File: src/i2cc_map.vh
/*
 * register offsets, field positions, reset values and timing counts of the
 * two-wire controller configuration block.
 * assumes a 20 MHz module clock and 16-bit byte-addressed registers.
 */
`ifndef I2CC_MAP_VH
`define I2CC_MAP_VH

// register byte addresses
`define I2CC_ADR_CTL0 16'h01C0
`define I2CC_ADR_CTL1 16'h01C2
`define I2CC_ADR_BRW 16'h01C6
`define I2CC_ADR_STAT 16'h01C8
`define I2CC_ADR_TBCNT 16'h01CA
`define I2CC_ADR_IFG 16'h01D0
`define I2CC_ADR_IE 16'h01D2

// control word zero fields
`define I2CC_C0_SWRST 0
`define I2CC_C0_CTRL 1
`define I2CC_C0_XMIT 2
`define I2CC_C0_STOPRQ 3
`define I2CC_C0_ACKRQ 4
`define I2CC_C0_RST 5'h01

// control word one fields
`define I2CC_C1_GLIT 1:0
`define I2CC_C1_ASTP 3:2
`define I2CC_C1_SWACK 4
`define I2CC_C1_STPNACK 5
`define I2CC_C1_CLTO 7:6
`define I2CC_C1_ETX 8
`define I2CC_C1_RST 9'h000
`define I2CC_BRW_RST 16'h0000
`define I2CC_TBCNT_RST 8'h00

// automatic stop codes
`define I2CC_ASTP_NONE 2'h0
`define I2CC_ASTP_FLAG 2'h1
`define I2CC_ASTP_STOP 2'h2

// status word field positions
`define I2CC_ST_SCLLOW 6
`define I2CC_ST_CNT_LSB 8

// interrupt flag positions
`define I2CC_IF_TX0 0
`define I2CC_IF_BCNT 1
`define I2CC_IF_CLTO 2
`define I2CC_IF_W 3

// clock-low timeouts in module clock cycles
`define I2CC_TO1_CYC 18'h20F58
`define I2CC_TO2_CYC 18'h249F0
`define I2CC_TO3_CYC 18'h28488

// deglitch times in picoseconds, converted to clock cycles rounding up
`define I2CC_CLK_PS 50000
`define I2CC_GL0_PS 50000
`define I2CC_GL1_PS 25000
`define I2CC_GL2_PS 12500
`define I2CC_GL3_PS 6250
`define I2CC_GL_CYC(t) (((t) + `I2CC_CLK_PS - 1) / `I2CC_CLK_PS)

`endif

File: src/i2cc_pinfilt.v
/*
 * bus pin conditioner: two-flop synchroniser followed by a spike filter.
 * assumes the pin is asynchronous to clk and idles high.
 */
module i2cc_pinfilt (
    input wire clk,
    input wire reset_n,
    input wire pin_raw,
    input wire [2:0] filt_len,
    output reg pin_filt
);
    reg meta_ff;
    reg sync_ff;
    reg [2:0] run_ff;

    always @(posedge clk or negedge reset_n) begin
        if (!reset_n) begin
            meta_ff <= 1'b1;
            sync_ff <= 1'b1;
            run_ff <= 3'h0;
            pin_filt <= 1'b1;
        end else begin
            meta_ff <= pin_raw;
            sync_ff <= meta_ff;
            // a change must persist filt_len cycles before it is passed on
            if (sync_ff == pin_filt) begin
                run_ff <= 3'h0;
            end else if (run_ff + 3'h1 >= filt_len) begin
                run_ff <= 3'h0;
                pin_filt <= sync_ff;
            end else begin
                run_ff <= run_ff + 3'h1;
            end
        end
    end
endmodule

File: src/i2cc_brdiv.v
/*
 * bit clock prescaler: one tick every divisor cycles of the source clock.
 * assumes divisor is stable while run is high; 0 and 1 both tick every cycle.
 */
module i2cc_brdiv (
    input wire clk,
    input wire reset_n,
    input wire run,
    input wire [15:0] divisor,
    output reg tick
);
    reg [15:0] cnt_ff;
    wire [15:0] cnt_inc;

    assign cnt_inc = cnt_ff + 16'h0001;

    always @(posedge clk or negedge reset_n) begin
        if (!reset_n) begin
            cnt_ff <= 16'h0000;
            tick <= 1'b0;
        end else if (!run) begin
            cnt_ff <= 16'h0000;
            tick <= 1'b0;
        end else if (cnt_inc >= divisor) begin
            cnt_ff <= 16'h0000;
            tick <= 1'b1;
        end else begin
            cnt_ff <= cnt_inc;
            tick <= 1'b0;
        end
    end
endmodule

File: src/i2cc_cfg.v
/*
 * configuration, byte counting, stop and acknowledge policy, clock-low
 * timeout and interrupt flags of the two-wire controller/target unit.
 * assumes a shift engine on clk that reports start, address match and
 * byte completion as one-cycle pulses, and raw bus pins from outside.
 */
// What this block does
// - target early-tx: flag on every start; else on address match asking transmit
// - timeout select 00 off, others 135000, 150000, 165000 clock cycles
// - controller receiver nacks last byte unless ack-last option is set
// - address ack by hardware, or after software ack request when selected
// - auto-stop 00: stop only on software request, threshold ignored
// - auto-stop 01: set byte-count flag at threshold, no stop
// - auto-stop 10: stop and byte-count flag at threshold; 11 reserved
// - in target mode auto-stop only gives the byte-count flag
// - bit clock is source divided by software 16-bit prescaler
// - config and prescaler writes accepted only while soft reset set
// - 8-bit threshold used only with nonzero auto-stop code
// - byte counter counts bytes since last start, read without sync
`include "i2cc_map.vh"

module i2cc_cfg #(
    parameter [17:0] TO1_CYC = `I2CC_TO1_CYC,
    parameter [17:0] TO2_CYC = `I2CC_TO2_CYC,
    parameter [17:0] TO3_CYC = `I2CC_TO3_CYC
) (
    input wire clk,
    input wire reset_n,
    input wire [15:0] reg_addr,
    input wire [15:0] reg_wdata,
    input wire reg_wr,
    input wire reg_rd,
    output reg [15:0] reg_rdata,
    output reg irq,
    input wire scl_pin,
    input wire sda_pin,
    input wire eng_start,
    input wire eng_addr_match,
    input wire eng_dir_tx,
    input wire eng_byte_done,
    output reg soft_reset_out,
    output wire scl_clean,
    output wire sda_clean,
    output wire bit_tick,
    output reg stop_gen,
    output reg addr_ack_go,
    output reg rx_ack
);
    // filter widths in whole clock cycles; a width below one cycle still costs one
    localparam integer GL0_INT = `I2CC_GL_CYC(`I2CC_GL0_PS);
    localparam integer GL1_INT = `I2CC_GL_CYC(`I2CC_GL1_PS);
    localparam integer GL2_INT = `I2CC_GL_CYC(`I2CC_GL2_PS);
    localparam integer GL3_INT = `I2CC_GL_CYC(`I2CC_GL3_PS);

    // the filter counter is three bits wide, so only the low bits matter
    localparam [2:0] GL0_LEN = GL0_INT[2:0];
    localparam [2:0] GL1_LEN = GL1_INT[2:0];
    localparam [2:0] GL2_LEN = GL2_INT[2:0];
    localparam [2:0] GL3_LEN = GL3_INT[2:0];

    reg [4:0] ctl0_ff;
    reg [8:0] ctl1_ff;
    reg [15:0] brw_ff;
    reg [7:0] tbcnt_ff;
    reg [7:0] bcnt_ff;
    reg [17:0] to_cnt_ff;
    reg to_hit_ff;
    reg [`I2CC_IF_W-1:0] ifg_ff;
    reg [`I2CC_IF_W-1:0] ie_ff;

    reg [4:0] nxt_ctl0;
    reg [7:0] nxt_bcnt;
    reg [`I2CC_IF_W-1:0] nxt_ifg;
    reg [15:0] nxt_rdata;
    reg [2:0] filt_len;
    reg [17:0] to_limit;
    reg nxt_stop_gen;
    reg nxt_addr_ack;
    reg nxt_rx_ack;

    wire swrst;
    wire ctrl_mode;
    wire xmit;
    wire stop_rq;
    wire ack_rq;
    wire [1:0] astp;
    wire [1:0] clto;
    wire etx;
    wire swack;
    wire stpnack;
    wire wr_ctl0;
    wire wr_ctl1;
    wire wr_brw;
    wire wr_tbcnt;
    wire wr_ifg;
    wire wr_ie;
    wire [7:0] bcnt_inc;
    wire thr_hit;
    wire auto_stop;
    wire tx0_ev;
    wire bcnt_ev;
    wire last_rx_byte;
    wire [1:0] pin_raw;
    wire [1:0] pin_clean;

    assign swrst = ctl0_ff[`I2CC_C0_SWRST];
    assign ctrl_mode = ctl0_ff[`I2CC_C0_CTRL];
    assign xmit = ctl0_ff[`I2CC_C0_XMIT];
    assign stop_rq = ctl0_ff[`I2CC_C0_STOPRQ];
    assign ack_rq = ctl0_ff[`I2CC_C0_ACKRQ];
    assign astp = ctl1_ff[`I2CC_C1_ASTP];
    assign clto = ctl1_ff[`I2CC_C1_CLTO];
    assign etx = ctl1_ff[`I2CC_C1_ETX];
    assign swack = ctl1_ff[`I2CC_C1_SWACK];
    assign stpnack = ctl1_ff[`I2CC_C1_STPNACK];

    assign wr_ctl0 = reg_wr && (reg_addr == `I2CC_ADR_CTL0);
    assign wr_ctl1 = reg_wr && swrst && (reg_addr == `I2CC_ADR_CTL1);
    assign wr_brw = reg_wr && swrst && (reg_addr == `I2CC_ADR_BRW);
    assign wr_tbcnt = reg_wr && swrst && (reg_addr == `I2CC_ADR_TBCNT);
    assign wr_ifg = reg_wr && (reg_addr == `I2CC_ADR_IFG);
    assign wr_ie = reg_wr && (reg_addr == `I2CC_ADR_IE);

    assign bcnt_inc = bcnt_ff + 8'h01;
    assign thr_hit = eng_byte_done && !eng_start && (astp != `I2CC_ASTP_NONE)
        && (bcnt_inc == tbcnt_ff);
    assign bcnt_ev = thr_hit && !swrst;
    assign auto_stop = thr_hit && (astp == `I2CC_ASTP_STOP) && ctrl_mode;

    assign tx0_ev = !swrst && !ctrl_mode
        && (etx ? eng_start : (eng_addr_match && eng_dir_tx));

    // the byte about to arrive is last if a stop follows it
    assign last_rx_byte = stop_rq
        || ((astp == `I2CC_ASTP_STOP) && (bcnt_ff + 8'h02 == tbcnt_ff));

    assign pin_raw = {sda_pin, scl_pin};
    assign scl_clean = pin_clean[0];
    assign sda_clean = pin_clean[1];

    always @* begin
        case (ctl1_ff[`I2CC_C1_GLIT])
            2'h0: filt_len = GL0_LEN;
            2'h1: filt_len = GL1_LEN;
            2'h2: filt_len = GL2_LEN;
            default: filt_len = GL3_LEN;
        endcase
    end

    // both lines share one filter width so their relative timing is kept
    genvar gi;
    generate
        for (gi = 0; gi < 2; gi = gi + 1) begin : g_pin
            i2cc_pinfilt u_filt (
                .clk(clk),
                .reset_n(reset_n),
                .pin_raw(pin_raw[gi]),
                .filt_len(filt_len),
                .pin_filt(pin_clean[gi])
            );
        end
    endgenerate

    i2cc_brdiv u_brdiv (
        .clk(clk),
        .reset_n(reset_n),
        .run(!swrst),
        .divisor(brw_ff),
        .tick(bit_tick)
    );

    always @* begin
        case (clto)
            2'h1: to_limit = TO1_CYC;
            2'h2: to_limit = TO2_CYC;
            2'h3: to_limit = TO3_CYC;
            default: to_limit = 18'h00000;
        endcase
    end

    always @(posedge clk or negedge reset_n) begin
        if (!reset_n) begin
            to_cnt_ff <= 18'h00000;
            to_hit_ff <= 1'b0;
        end else if (swrst || scl_clean || (clto == 2'h0)) begin
            to_cnt_ff <= 18'h00000;
            to_hit_ff <= 1'b0;
        end else if (to_cnt_ff + 18'h00001 >= to_limit) begin
            // holds after firing so one low period raises one event
            to_cnt_ff <= to_limit;
            to_hit_ff <= (to_cnt_ff != to_limit);
        end else begin
            to_cnt_ff <= to_cnt_ff + 18'h00001;
            to_hit_ff <= 1'b0;
        end
    end

    // control word zero, stop and ack requests
    always @* begin
        nxt_ctl0 = ctl0_ff;
        nxt_stop_gen = 1'b0;
        nxt_addr_ack = 1'b0;
        if (wr_ctl0) begin
            nxt_ctl0 = reg_wdata[4:0];
        end
        if (swrst) begin
            nxt_ctl0[`I2CC_C0_STOPRQ] = 1'b0;
            nxt_ctl0[`I2CC_C0_ACKRQ] = 1'b0;
            if (wr_ctl0) begin
                nxt_ctl0[`I2CC_C0_STOPRQ] = reg_wdata[`I2CC_C0_STOPRQ];
                nxt_ctl0[`I2CC_C0_ACKRQ] = reg_wdata[`I2CC_C0_ACKRQ];
            end
        end else begin
            if (ctrl_mode && (stop_rq || auto_stop)) begin
                nxt_stop_gen = 1'b1;
                nxt_ctl0[`I2CC_C0_STOPRQ] = 1'b0;
            end
            if (!ctrl_mode && !swack && eng_addr_match) begin
                nxt_addr_ack = 1'b1;
            end else if (!ctrl_mode && swack && ack_rq) begin
                nxt_addr_ack = 1'b1;
                nxt_ctl0[`I2CC_C0_ACKRQ] = 1'b0;
            end
        end
    end

    always @* begin
        nxt_rx_ack = 1'b1;
        if (ctrl_mode && !xmit && !stpnack && last_rx_byte) begin
            nxt_rx_ack = 1'b0;
        end
    end

    always @* begin
        nxt_bcnt = bcnt_ff;
        if (swrst || eng_start) begin
            nxt_bcnt = 8'h00;
        end else if (eng_byte_done) begin
            nxt_bcnt = bcnt_inc;
        end
    end

    // sticky flags: a new event beats a same-cycle clear
    always @* begin
        nxt_ifg = ifg_ff;
        if (wr_ifg) begin
            nxt_ifg = ifg_ff & ~reg_wdata[`I2CC_IF_W-1:0];
        end
        if (tx0_ev) begin
            nxt_ifg[`I2CC_IF_TX0] = 1'b1;
        end
        if (bcnt_ev) begin
            nxt_ifg[`I2CC_IF_BCNT] = 1'b1;
        end
        if (to_hit_ff) begin
            nxt_ifg[`I2CC_IF_CLTO] = 1'b1;
        end
    end

    // read mux, unmapped addresses read zero
    always @* begin
        nxt_rdata = 16'h0000;
        case (reg_addr)
            `I2CC_ADR_CTL0: nxt_rdata = {11'h000, ctl0_ff};
            `I2CC_ADR_CTL1: nxt_rdata = {7'h00, ctl1_ff};
            `I2CC_ADR_BRW: nxt_rdata = brw_ff;
            `I2CC_ADR_STAT: begin
                nxt_rdata[15:`I2CC_ST_CNT_LSB] = bcnt_ff;
                nxt_rdata[`I2CC_ST_SCLLOW] = !scl_clean;
            end
            `I2CC_ADR_TBCNT: nxt_rdata = {8'h00, tbcnt_ff};
            `I2CC_ADR_IFG: nxt_rdata = {13'h0000, ifg_ff};
            `I2CC_ADR_IE: nxt_rdata = {13'h0000, ie_ff};
            default: nxt_rdata = 16'h0000;
        endcase
    end

    always @(posedge clk or negedge reset_n) begin
        if (!reset_n) begin
            ctl0_ff <= `I2CC_C0_RST;
            ctl1_ff <= `I2CC_C1_RST;
            brw_ff <= `I2CC_BRW_RST;
            tbcnt_ff <= `I2CC_TBCNT_RST;
            bcnt_ff <= 8'h00;
            ifg_ff <= 3'h0;
            ie_ff <= 3'h0;
            reg_rdata <= 16'h0000;
            irq <= 1'b0;
            soft_reset_out <= 1'b1;
            stop_gen <= 1'b0;
            addr_ack_go <= 1'b0;
            rx_ack <= 1'b1;
        end else begin
            ctl0_ff <= nxt_ctl0;
            if (wr_ctl1) begin
                ctl1_ff <= reg_wdata[8:0];
            end
            if (wr_brw) begin
                brw_ff <= reg_wdata;
            end
            if (wr_tbcnt) begin
                tbcnt_ff <= reg_wdata[7:0];
            end
            if (wr_ie) begin
                ie_ff <= reg_wdata[`I2CC_IF_W-1:0];
            end
            bcnt_ff <= nxt_bcnt;
            ifg_ff <= nxt_ifg;
            // read data stand only in the cycle after the strobe
            reg_rdata <= reg_rd ? nxt_rdata : 16'h0000;
            irq <= |(nxt_ifg & ie_ff);
            soft_reset_out <= nxt_ctl0[`I2CC_C0_SWRST];
            stop_gen <= nxt_stop_gen;
            addr_ack_go <= nxt_addr_ack;
            rx_ack <= nxt_rx_ack;
        end
    end
endmodule

File: config.mk
export PLATFORM = sky130hd
export DESIGN_NAME = i2cc_cfg
export DESIGN_NICKNAME = d
export VERILOG_FILES = /design/src/i2cc_pinfilt.v /design/src/i2cc_brdiv.v /design/src/i2cc_cfg.v
export VERILOG_INCLUDE_DIRS = /design/src /design/src/src
export SDC_FILE = /design/constraint.sdc
export NUM_CORES = 1
export LEC_CHECK = 0
export BUFFER_PORTS_ARGS = -buffer_cell sky130_fd_sc_hd__buf_2
export CAP_MARGIN = 20
export CORE_ASPECT_RATIO = 0.6
export CORE_MARGIN = 2
export CORE_UTILIZATION = 30
export CTS_CLUSTER_DIAMETER = 60
export DETAILED_ROUTE_END_ITERATION = 12
export GPL_TIMING_DRIVEN = 0
export SLEW_MARGIN = 20
export SYNTH_ARGS = -nofsm -noshare
export SYNTH_HDL_FRONTEND = slang
export SYNTH_SLANG_ARGS = --single-unit
File: constraint.sdc
create_clock -name clk -period 7 [get_ports clk]
set_input_delay 1.05 -clock clk [delete_from_list [all_inputs] [get_ports clk]]
set_output_delay 1.05 -clock clk [all_outputs]
set_load 0.01 [all_outputs]
* After elaboration in Yosys (flattened, before gate mapping)
Cells that the tools add are included.
Cells by class: add/subtract/negate cells 6, order comparisons 4, eq/ne operators 16, muxes and demuxes 37, bitwise gates (word level) 5, reductions and logical operators 44
Operators with widths (number):
- 16-bit by 9-bit == test with 1-bit output, second input constant | 7
- 18-bit one-hot mux with 3 select lines | 1
- 16-bit two-way mux | 3
- 18-bit two-way mux | 2
- 6-bit one-hot mux with 6 select lines | 1
- 1-bit logical AND | 25
- 8-bit one-hot mux with 3 select lines | 1
- 18-bit by 1-bit adder with 18-bit output, second input constant | 1
- 18-bit >= comparator | 1
- 18-bit inequality test | 1
- 1-bit two-way mux | 17
- 16-bit by 1-bit adder with 16-bit output, second input constant | 1
- 8-bit == test | 2
- 16-bit >= comparator | 1
- 8-bit two-way mux | 2
- 3-bit two-way mux | 5
- 8-bit by 1-bit adder with 8-bit output, second input constant | 1
- 8-bit by 2-bit adder with 8-bit output, second input constant | 1
- 1-bit logical NOT | 7
- 3-bit by 1-bit adder with 3-bit output, second input constant | 2
- 3-bit bitwise AND | 2
- 2-bit == test, second input constant | 3
- 3-bit by 1-bit >= comparator with 1-bit output, second input constant | 2
- 1-bit logical OR | 5
- 13 further kinds | 18
Word-level totals: flip-flop bits (word level) 121, bits of input ports 42, output and inout port bits 24, word-level logic and storage cells 139

* Longest topological paths before layout
Gate-level depths: netlist (run 1).
depth after elaboration 10, depth in mapped cells 12, depth with buffers taken out 12

* Hierarchy
A second synthesis (run 1) with hierarchy kept.
Unflattened totals: cell total of the unflattened synthesis 659, area total of the unflattened synthesis 6945.4 um^2
Modules (own cells, without submodules):
- i2cc_cfg | instances 1, cells an instance 479, area an instance 5057.4 um^2
- i2cc_brdiv | instances 1, cells an instance 132, area an instance 1305.0 um^2
- i2cc_pinfilt | instances 2, cells an instance 24, area an instance 291.5 um^2

* Worst setup path after synthesis (run 1)
OpenSTA, ideal clock, no wires.
path type flip-flop to flip-flop, from reg to_cnt_ff[6], to reg to_cnt_ff[3], setup time 125 ps, data arrival time 3169 ps, path slack 3706 ps, stages on the path, launching flop included 13, path buffers 1, clock period less this slack 3294 ps, path through dfrtp_1 > buf_2 > nand3_2 > nor3_1 > nand3_1 > or2_2 > xnor2_1 > ha_1 > nand3_1 > or3_1 > a2111oi_4 > nor3_4 > mux2_4
Between the ends: cells in the longest elaborated chain, start to end 4
RTL lines:
- start: declaration | line i2cc_cfg.v:66 | reg [17:0] to_cnt_ff;
- start signal: assignment | line i2cc_cfg.v:190 | to_cnt_ff <= to_limit;
- start signal: assignment | line i2cc_cfg.v:193 | to_cnt_ff <= to_cnt_ff + 18'h00001;
- 18-bit by 1-bit adder with 18-bit output | line i2cc_cfg.v:188 | end else if (to_cnt_ff + 18'h00001 >= to_limit) begin
- 18-bit >= comparator | line i2cc_cfg.v:188
- 18-bit two-way mux | line i2cc_cfg.v:188
- 18-bit two-way mux | line i2cc_cfg.v:185 | end else if (swrst || scl_clean || (clto == 2'h0)) begin
No other way between the ends. A chain may end at the register's enable or synchronous reset.

* Final worst setup path (run 1)
from reg to_cnt_ff[3], to reg to_cnt_ff[10]
Between the ends: cells in the longest elaborated chain, start to end 4
RTL lines (line):
- 18-bit by 1-bit adder with 18-bit output * | i2cc_cfg.v:188, i2cc_cfg.v:193
- 18-bit >= comparator | i2cc_cfg.v:188
- 18-bit two-way mux * | i2cc_cfg.v:188
- 18-bit two-way mux * | i2cc_cfg.v:185
Every way passes the cells marked *; elsewhere a longest branch is shown, timed or not.

==> results of run 1 <==
==> worst paths after layout <==
path | start | endpoint | slack [ps] | depth (start not counted)
min reg2reg | g_pin[1].u_filt.meta_ff$_DFF_PN1_ | g_pin[1].u_filt.sync_ff$_DFF_PN1_ | 360 | 0
max in group asynchronous | reset_n | g_pin[1].u_filt.sync_ff$_DFF_PN1_ | 5740 | 2
max | to_cnt_ff[3]$_DFF_PN0_ | to_cnt_ff[10]$_DFF_PN0_ | 2940 | 11
min | g_pin[1].u_filt.meta_ff$_DFF_PN1_ | g_pin[1].u_filt.sync_ff$_DFF_PN1_ | 360 | 0
min in group asynchronous | reset_n | u_brdiv.cnt_ff[3]$_DFF_PN0_ | 510 | 1
max reg2reg | to_cnt_ff[3]$_DFF_PN0_ | to_cnt_ff[10]$_DFF_PN0_ | 2940 | 11
==> cell type report <==
type / count / share of cell area
antenna: 1 / 0.000299
buffer: 29 / 0.0147
clock buffer: 19 / 0.0530
clock inverter: 13 / 0.0203
inverter: 39 / 0.0175
multi-input combinational: 487 / 0.446
sequential: 120 / 0.360
tap: 315 / 0.0471
timing repair buffer: 62 / 0.0410
==> routing by layer <==
layer / GRT usage / vias up
li1: - / 2585
met3: 0.0409 / 10
met2: 0.204 / 173
met4: 0.0338 / 0
met1: 0.265 / 2725
met5: 0 / -
==> state kept, by name, indices dropped and copies added, names as in the netlist <==
register,cells
to_cnt_ff,18
brw_ff,16
reg_rdata,16
u_brdiv.cnt_ff,16
ctl1_ff,9
bcnt_ff,8
tbcnt_ff,8
g_pin.u_filt.run_ff,6
ctl0_ff,5
ie_ff,3
ifg_ff,3
g_pin.u_filt.meta_ff,2
g_pin.u_filt.pin_filt,2
g_pin.u_filt.sync_ff,2
addr_ack_go,1
irq,1
rx_ack,1
stop_gen,1
to_hit_ff,1
u_brdiv.tick,1
==> through the flow <==
step                       util  total power [mW]
after floorplan               -             0.737
after global placement    0.336             0.775
after detailed placement  0.337             0.778
after CTS                 0.364              1.70
after global routing      0.364              1.74
final                     0.364              1.68
==> layout by cell type, fill, tap and decap left out, types with 9 or more instances in the layout <==
cell / n
mux2_2: 40
inv_1: 39
nand2b_1: 15
nor2b_1: 13
nand4_1: 17
nor2_1: 35
clkbuf_16: 17
o21ai_0: 9
buf_2: 64
nor3_1: 23
a21oi_1: 17
clkbuf_1: 22
ha_1: 43
mux2i_1: 9
xnor2_1: 26
nand2_1: 41
a22oi_1: 9
and3_1: 9
dfrtp_1: 112
nor4_1: 17
nand3_1: 26
xor2_1: 32
==> cell usage after synthesis (3+ instances only) <==
cell type / number
nand4_1: 17
xor2_1: 32
o2111ai_1: 3
a21o_1: 4
and2_1: 4
nand3_1: 26
nor3_1: 23
or4_1: 4
o21ai_0: 9
o2bb2ai_1: 3
or3_1: 5
or2_2: 4
nor2_1: 35
mux2i_1: 9
and3_1: 9
inv_1: 39
a31oi_1: 5
nand2_1: 41
nor4b_2: 3
o31ai_1: 4
clkbuf_1: 21
mux2_2: 40
nand2b_1: 15
nor2b_1: 13
xnor2_1: 26
nor4b_1: 3
a221oi_1: 3
dfstp_2: 8
nor4_1: 17
ha_1: 43
buf_2: 4
a22oi_1: 9
a21oi_1: 17
a222oi_1: 6
a21boi_0: 4
a211oi_1: 6
dfrtp_1: 112
==> cells by family (layout without fill, tap and decap cells) <==
| kind of cell | Yosys count | after routing | share of synthesized area |
|---|---|---|---|
| AO/OA/AOI/OAI | 93 | 93 | 0.106 |
| multiplexers | 50 | 50 | 0.0795 |
| buffers and inverters | 68 | 162 | 0.0385 |
| XOR/XNOR | 58 | 58 | 0.0727 |
| AND/OR/NAND/NOR | 237 | 237 | 0.195 |
| flip-flops | 120 | 120 | 0.431 |
| other | 1 | 7 | 0.000536 |
| adder cells (fa/ha/maj) | 43 | 43 | 0.0770 |
==> report_power, final <==
part	switching [mW]	total [mW]	internal [mW]
logic	0.0373	0.0583	0.0210
clock network	0.347	0.919	0.573
registers	0.00502	0.706	0.701
==> worst max-delay path, cell delays in order, from the launching register on <==
cell	delay [ps]
dfrtp_1	530
nand3_1	220
nor3_1	400
nand3_1	180
or2_2	340
xnor2_1	150
ha_1	260
a211o_1	330
nor4_1	500
a311o_1	250
nand3_1	350
a211oi_1	420
==> impl_metrics.json, run 1 <==
{
  "wire_per_inst_um": 17.5,
  "maxCapViolCount": 0,
  "io_pins": 66,
  "ys_seq_area_frac": 0.431,
  "fp.dieH_um": 122,
  "syn_to_final_growth_pct": 19.6,
  "dp.final_hpwl_um": 14300,
  "fillers": 2307,
  "grt_max_degree": 81,
  "nNetsFinal": 841,
  "cts_tree": "done",
  "clockBufferDepth": 2,
  "layout-drive-gt1-share": 0.228,
  "multi_input_area_sq_um": 3730,
  "synthesis.area_sq_um": 6990,
  "power_density_nw_per_um2": 201,
  "synth-edff-count": 0,
  "fin_cells": 1085,
  "seqCellArea_sq_um": 3010,
  "hold_buffers": 0,
  "wl_met1_um": 10500,
  "clock.fmax_mhz": 246,
  "cts_buffers": 17,
  "required_ps": 7300,
  "clk_transition_reported_paths_ps": 60,
  "core_sq_um": 23000,
  "routed_wirelength_um": 19000,
  "topRoutingLayerUsed": "met4",
  "first_iter_violations": 491,
  "timing.hold.ws_ps": 356,
  "ys_seq_elements": 120,
  "slew_viol_final": 0,
  "drcViolationCount": 0,
  "syn_inst": 670,
  "ys_warn_count": 0,
  "via_count": 5493,
  "port_buffers": 61,
  "fin_setup_tns_ps": 0,
  "htreeDepth": 4,
  "grt_pass1_vias": 5268,
  "synth_top_area_share": 0.401,
  "ctsResizeCount": 0,
  "firstDrtPassIters": 7,
  "finalHoldViolCount": 0,
  "clock-sinks": 120,
  "synthFlopType": "dfrtp_1",
  "dp_cells": 1052,
  "rows": 43,
  "period_needed_ps": 4060,
  "groute.usage.overall": 0.162,
  "tightestPinTransition_ps": 1060,
  "cellLeakagePower_nw": 3.80,
  "dieArea_sq_um": 24600,
  "initial_core_util": 0.304,
  "ant_nets": 0,
  "dr_wl_met2_um": 7120,
  "max_slew_margin": 0.295,
  "crit_type": "reg2reg",
  "synth_area_leaders": "dfrtp_1 40%, ha_1 7.7%, mux2_2 6.4%, xor2_1 4.0%, xnor2_1 3.3%",
  "async_reset_ff_frac": 1.00,
  "fp.dieW_um": 201,
  "clock-root-buffer": "clkbuf_16",
  "vias_per_cell": 5.06,
  "fin_ws_ps": 2940,
  "place_ws_ps": 3040,
  "critPathArrivalTime_ps": 4370,
  "ys_types": 73,
  "startpoint_type": "flip-flop",
  "status": "completed",
  "rsz0062_at_grt": "false",
  "wl_met3_um": 1320,
  "grt_pass1_wl_um": 30300,
  "finalCritPeriodShare": 0.580,
  "final_area_sq_um": 8360,
  "antenna_found_initial": 0,
  "hold_class": "reg2reg",
  "finalSetupViolations": 0,
  "cts_setup_buffers": 0,
  "yosysTopAreaCell": "dfrtp_1",
  "clkLatencyLatePin_ps": 420,
  "finClkSkew_ps": 15.1,
  "dpl_cell_area_sq_um": 7750,
  "syn_area_per_cell_sq_um": 10.4,
  "crit_path_max_fanout": 8,
  "cp-end-kind": "flip-flop",
  "grt-ovfl-total": 0,
  "ir_drop_v": 0.000160,
  "gp_congestion": 0.880
}
Note: power is estimated with default switching activity, not from simulation.
==> run 2, diff against run 1 <==
clock period = 3.5 ns   (was 7 ns; I/O delays follow)
==> run 2 against run 1 <==
  * Clock skew decreased by 2.9 ps
  * Worst hold slack worse by 150 ps
  * Clock-buffer cell count stayed put
  * Critical path depth is 3 higher
  * Clock power grew 100%
  * Register-to-register slack got worse by 2800 ps
  * Combinational power up 100%
  * Die area unchanged
  * First-iteration DRC count grew 18%
==> impl_metrics.json, run 2 (synthesized netlist as in run 1, its figures left out) <==
{
  "required_ps": 3810,
  "final_common_cell": "dfrtp_1",
  "finalHoldViolCount": 0,
  "grt_pass1_wl_um": 30500,
  "via_count": 5556,
  "slowest_stage": "or3_1",
  "dp.final_hpwl_um": 14300,
  "cp_top_family": "simple AND/OR/NAND/NOR gates",
  "crit_chain": "buf_2, nand4_4, nor2_4, nand3_1, or2_2, xnor2_1, ha_2, nand3_1, or3_1, a2111oi_4, buf_6, nor3_4, buf_12, and3_2",
  "r2r_start": "to_cnt_ff[8]$_DFF_PN0_",
  "fp.dieW_um": 201,
  "cts_buffers": 17,
  "drcViolationCount": 0,
  "cp-end-kind": "flip-flop",
  "slew_viol_final": 0,
  "cp_num_buf_inv": 3,
  "fillers": 2298,
  "worst_path_most_repeated_cell": "nand3_1",
  "groute.usage.overall": 0.163,
  "clockBufferDepth": 2,
  "ant_nets": 0,
  "antenna_found_initial": 0,
  "maxCapViolCount": 0,
  "finalCritPeriodShare": 0.953,
  "io_pins": 66,
  "power.total_mw": 3.37,
  "grt_max_degree": 81,
  "first_iter_violations": 579,
  "layout-drive-gt1-share": 0.267,
  "firstDrtPassIters": 5,
  "clkLatencyLatePin_ps": 430,
  "clock-root-buffer": "clkbuf_16",
  "finClkSkew_ps": 12.2,
  "max_slew_margin": 0.322,
  "max_flop_register": "to_cnt_ff",
  "startpoint": "to_cnt_ff[8]$_DFF_PN0_",
  "critical_path.max_stage_delay_ps": 420,
  "status": "completed",
  "port_buffers": 61,
  "htreeDepth": 4,
  "holdCritStartpoint": "scl_pin",
  "utilization": 0.374,
  "clk_transition_reported_paths_ps": 60,
  "worstHoldPathCells": 1,
  "cellLeakagePower_nw": 3.90,
  "cts_tree": "done",
  "fp.dieH_um": 122,
  "grt-ovfl-total": 0,
  "routed_wirelength_um": 19500,
  "largest_reg_flops": 18,
  "fin_cells": 1096,
  "dp_cells": 1052,
  "initial_core_util": 0.304,
  "wire_per_inst_um": 17.7,
  "clock-sinks": 120,
  "dieArea_sq_um": 24600,
  "gp_congestion": 0.880,
  "power_density_nw_per_um2": 391,
  "ir_drop_v": 0.000322,
  "core_sq_um": 23000,
  "startpoint_type": "flip-flop",
  "final_cell_mix": "107 x dfrtp_1, 63 x buf_2, 41 x ha_1",
  "hold_class": "in2reg",
  "grt_pass1_vias": 5330,
  "ff2ff_path_depth": 14,
  "period_needed_ps": 3340,
  "nNetsFinal": 852,
  "path_depth": 14,
  "syn_to_final_growth_pct": 23.0,
  "finalSetupViolations": 0,
  "rows": 43,
  "crit_type": "reg2reg",
  "clock.fmax_mhz": 300,
  "critPathArrivalTime_ps": 3650,
  "tightestPinTransition_ps": 1010,
  "vias_per_cell": 5.07,
  "crit_path_max_fanout": 7,
  "rsz0062_at_grt": "false"
}
-- run 2: cell types whose count changed in the layout (fill, tap and decap cells not counted), sizes merged --
cell	change
clkbuf	+1
dlygate4sd3	+1
buf	+9
-- run 2: layout make-up --
cell class | count | area, sq um | area share
inverter | 39 | 146 | 0.0170
clock inverter | 13 | 170 | 0.0198
antenna | 1 | 2.50 | 0.000291
clock buffer | 19 | 443 | 0.0515
multi-input combinational | 487 | 3850 | 0.448
tap | 315 | 394 | 0.0458
sequential | 120 | 3020 | 0.351
buffer | 28 | 124 | 0.0144
timing repair buffer | 74 | 452 | 0.0525
-- run 2: path summary, 6_finish.rpt --
check / endpoint / slack (ps)
max: to_cnt_ff[2]$_DFF_PN0_ / 160
min: g_pin[0].u_filt.meta_ff$_DFF_PN1_ / 200
max reg2reg: to_cnt_ff[2]$_DFF_PN0_ / 160
min reg2reg: g_pin[1].u_filt.sync_ff$_DFF_PN1_ / 360
max in group asynchronous: g_pin[1].u_filt.sync_ff$_DFF_PN1_ / 2180
min in group asynchronous: u_brdiv.cnt_ff[3]$_DFF_PN0_ / 570
-- run 2: per-layer routing --
metal / vias up / routed length, um / track usage
met4: 0 / 200 / 0.0375
li1: 2615 / - / -
met2: 176 / 7410 / 0.207
met5: - / 0 / 0
met1: 2743 / 10500 / 0.266
met3: 22 / 1340 / 0.0409
-- run 2: report_power, final --
| part | switching (mW) | leakage, nW | internal (mW) |
|---|---|---|---|
| sequential | 0.0100 | 1.60 | 1.40 |
| combinational | 0.0746 | 2.00 | 0.0426 |
| clock | 0.692 | 0.290 | 1.15 |
-- run 2: what timing repair did --
item / 4_1_cts / 5_1_grt
hold buffers: 1 / 0
setup buffers: 3 / 8
hold endpoints to repair: 37 / 0
setup endpoints to repair: 18 / 28
pin swaps: 2 / 5
resized for setup: 10 / 23
-- run 2: stage by stage --
step	hold slack [ps]	TNS, ps	instance area (sq um)	worst slack [ps]
finish	204	0	8600	164
global route	199	0	8600	3.08
CTS	196	0	8460	11.3
detailed placement	349	-6290	7750	-463
global placement	347	-5630	7710	-427
floorplan	229	0	7010	206
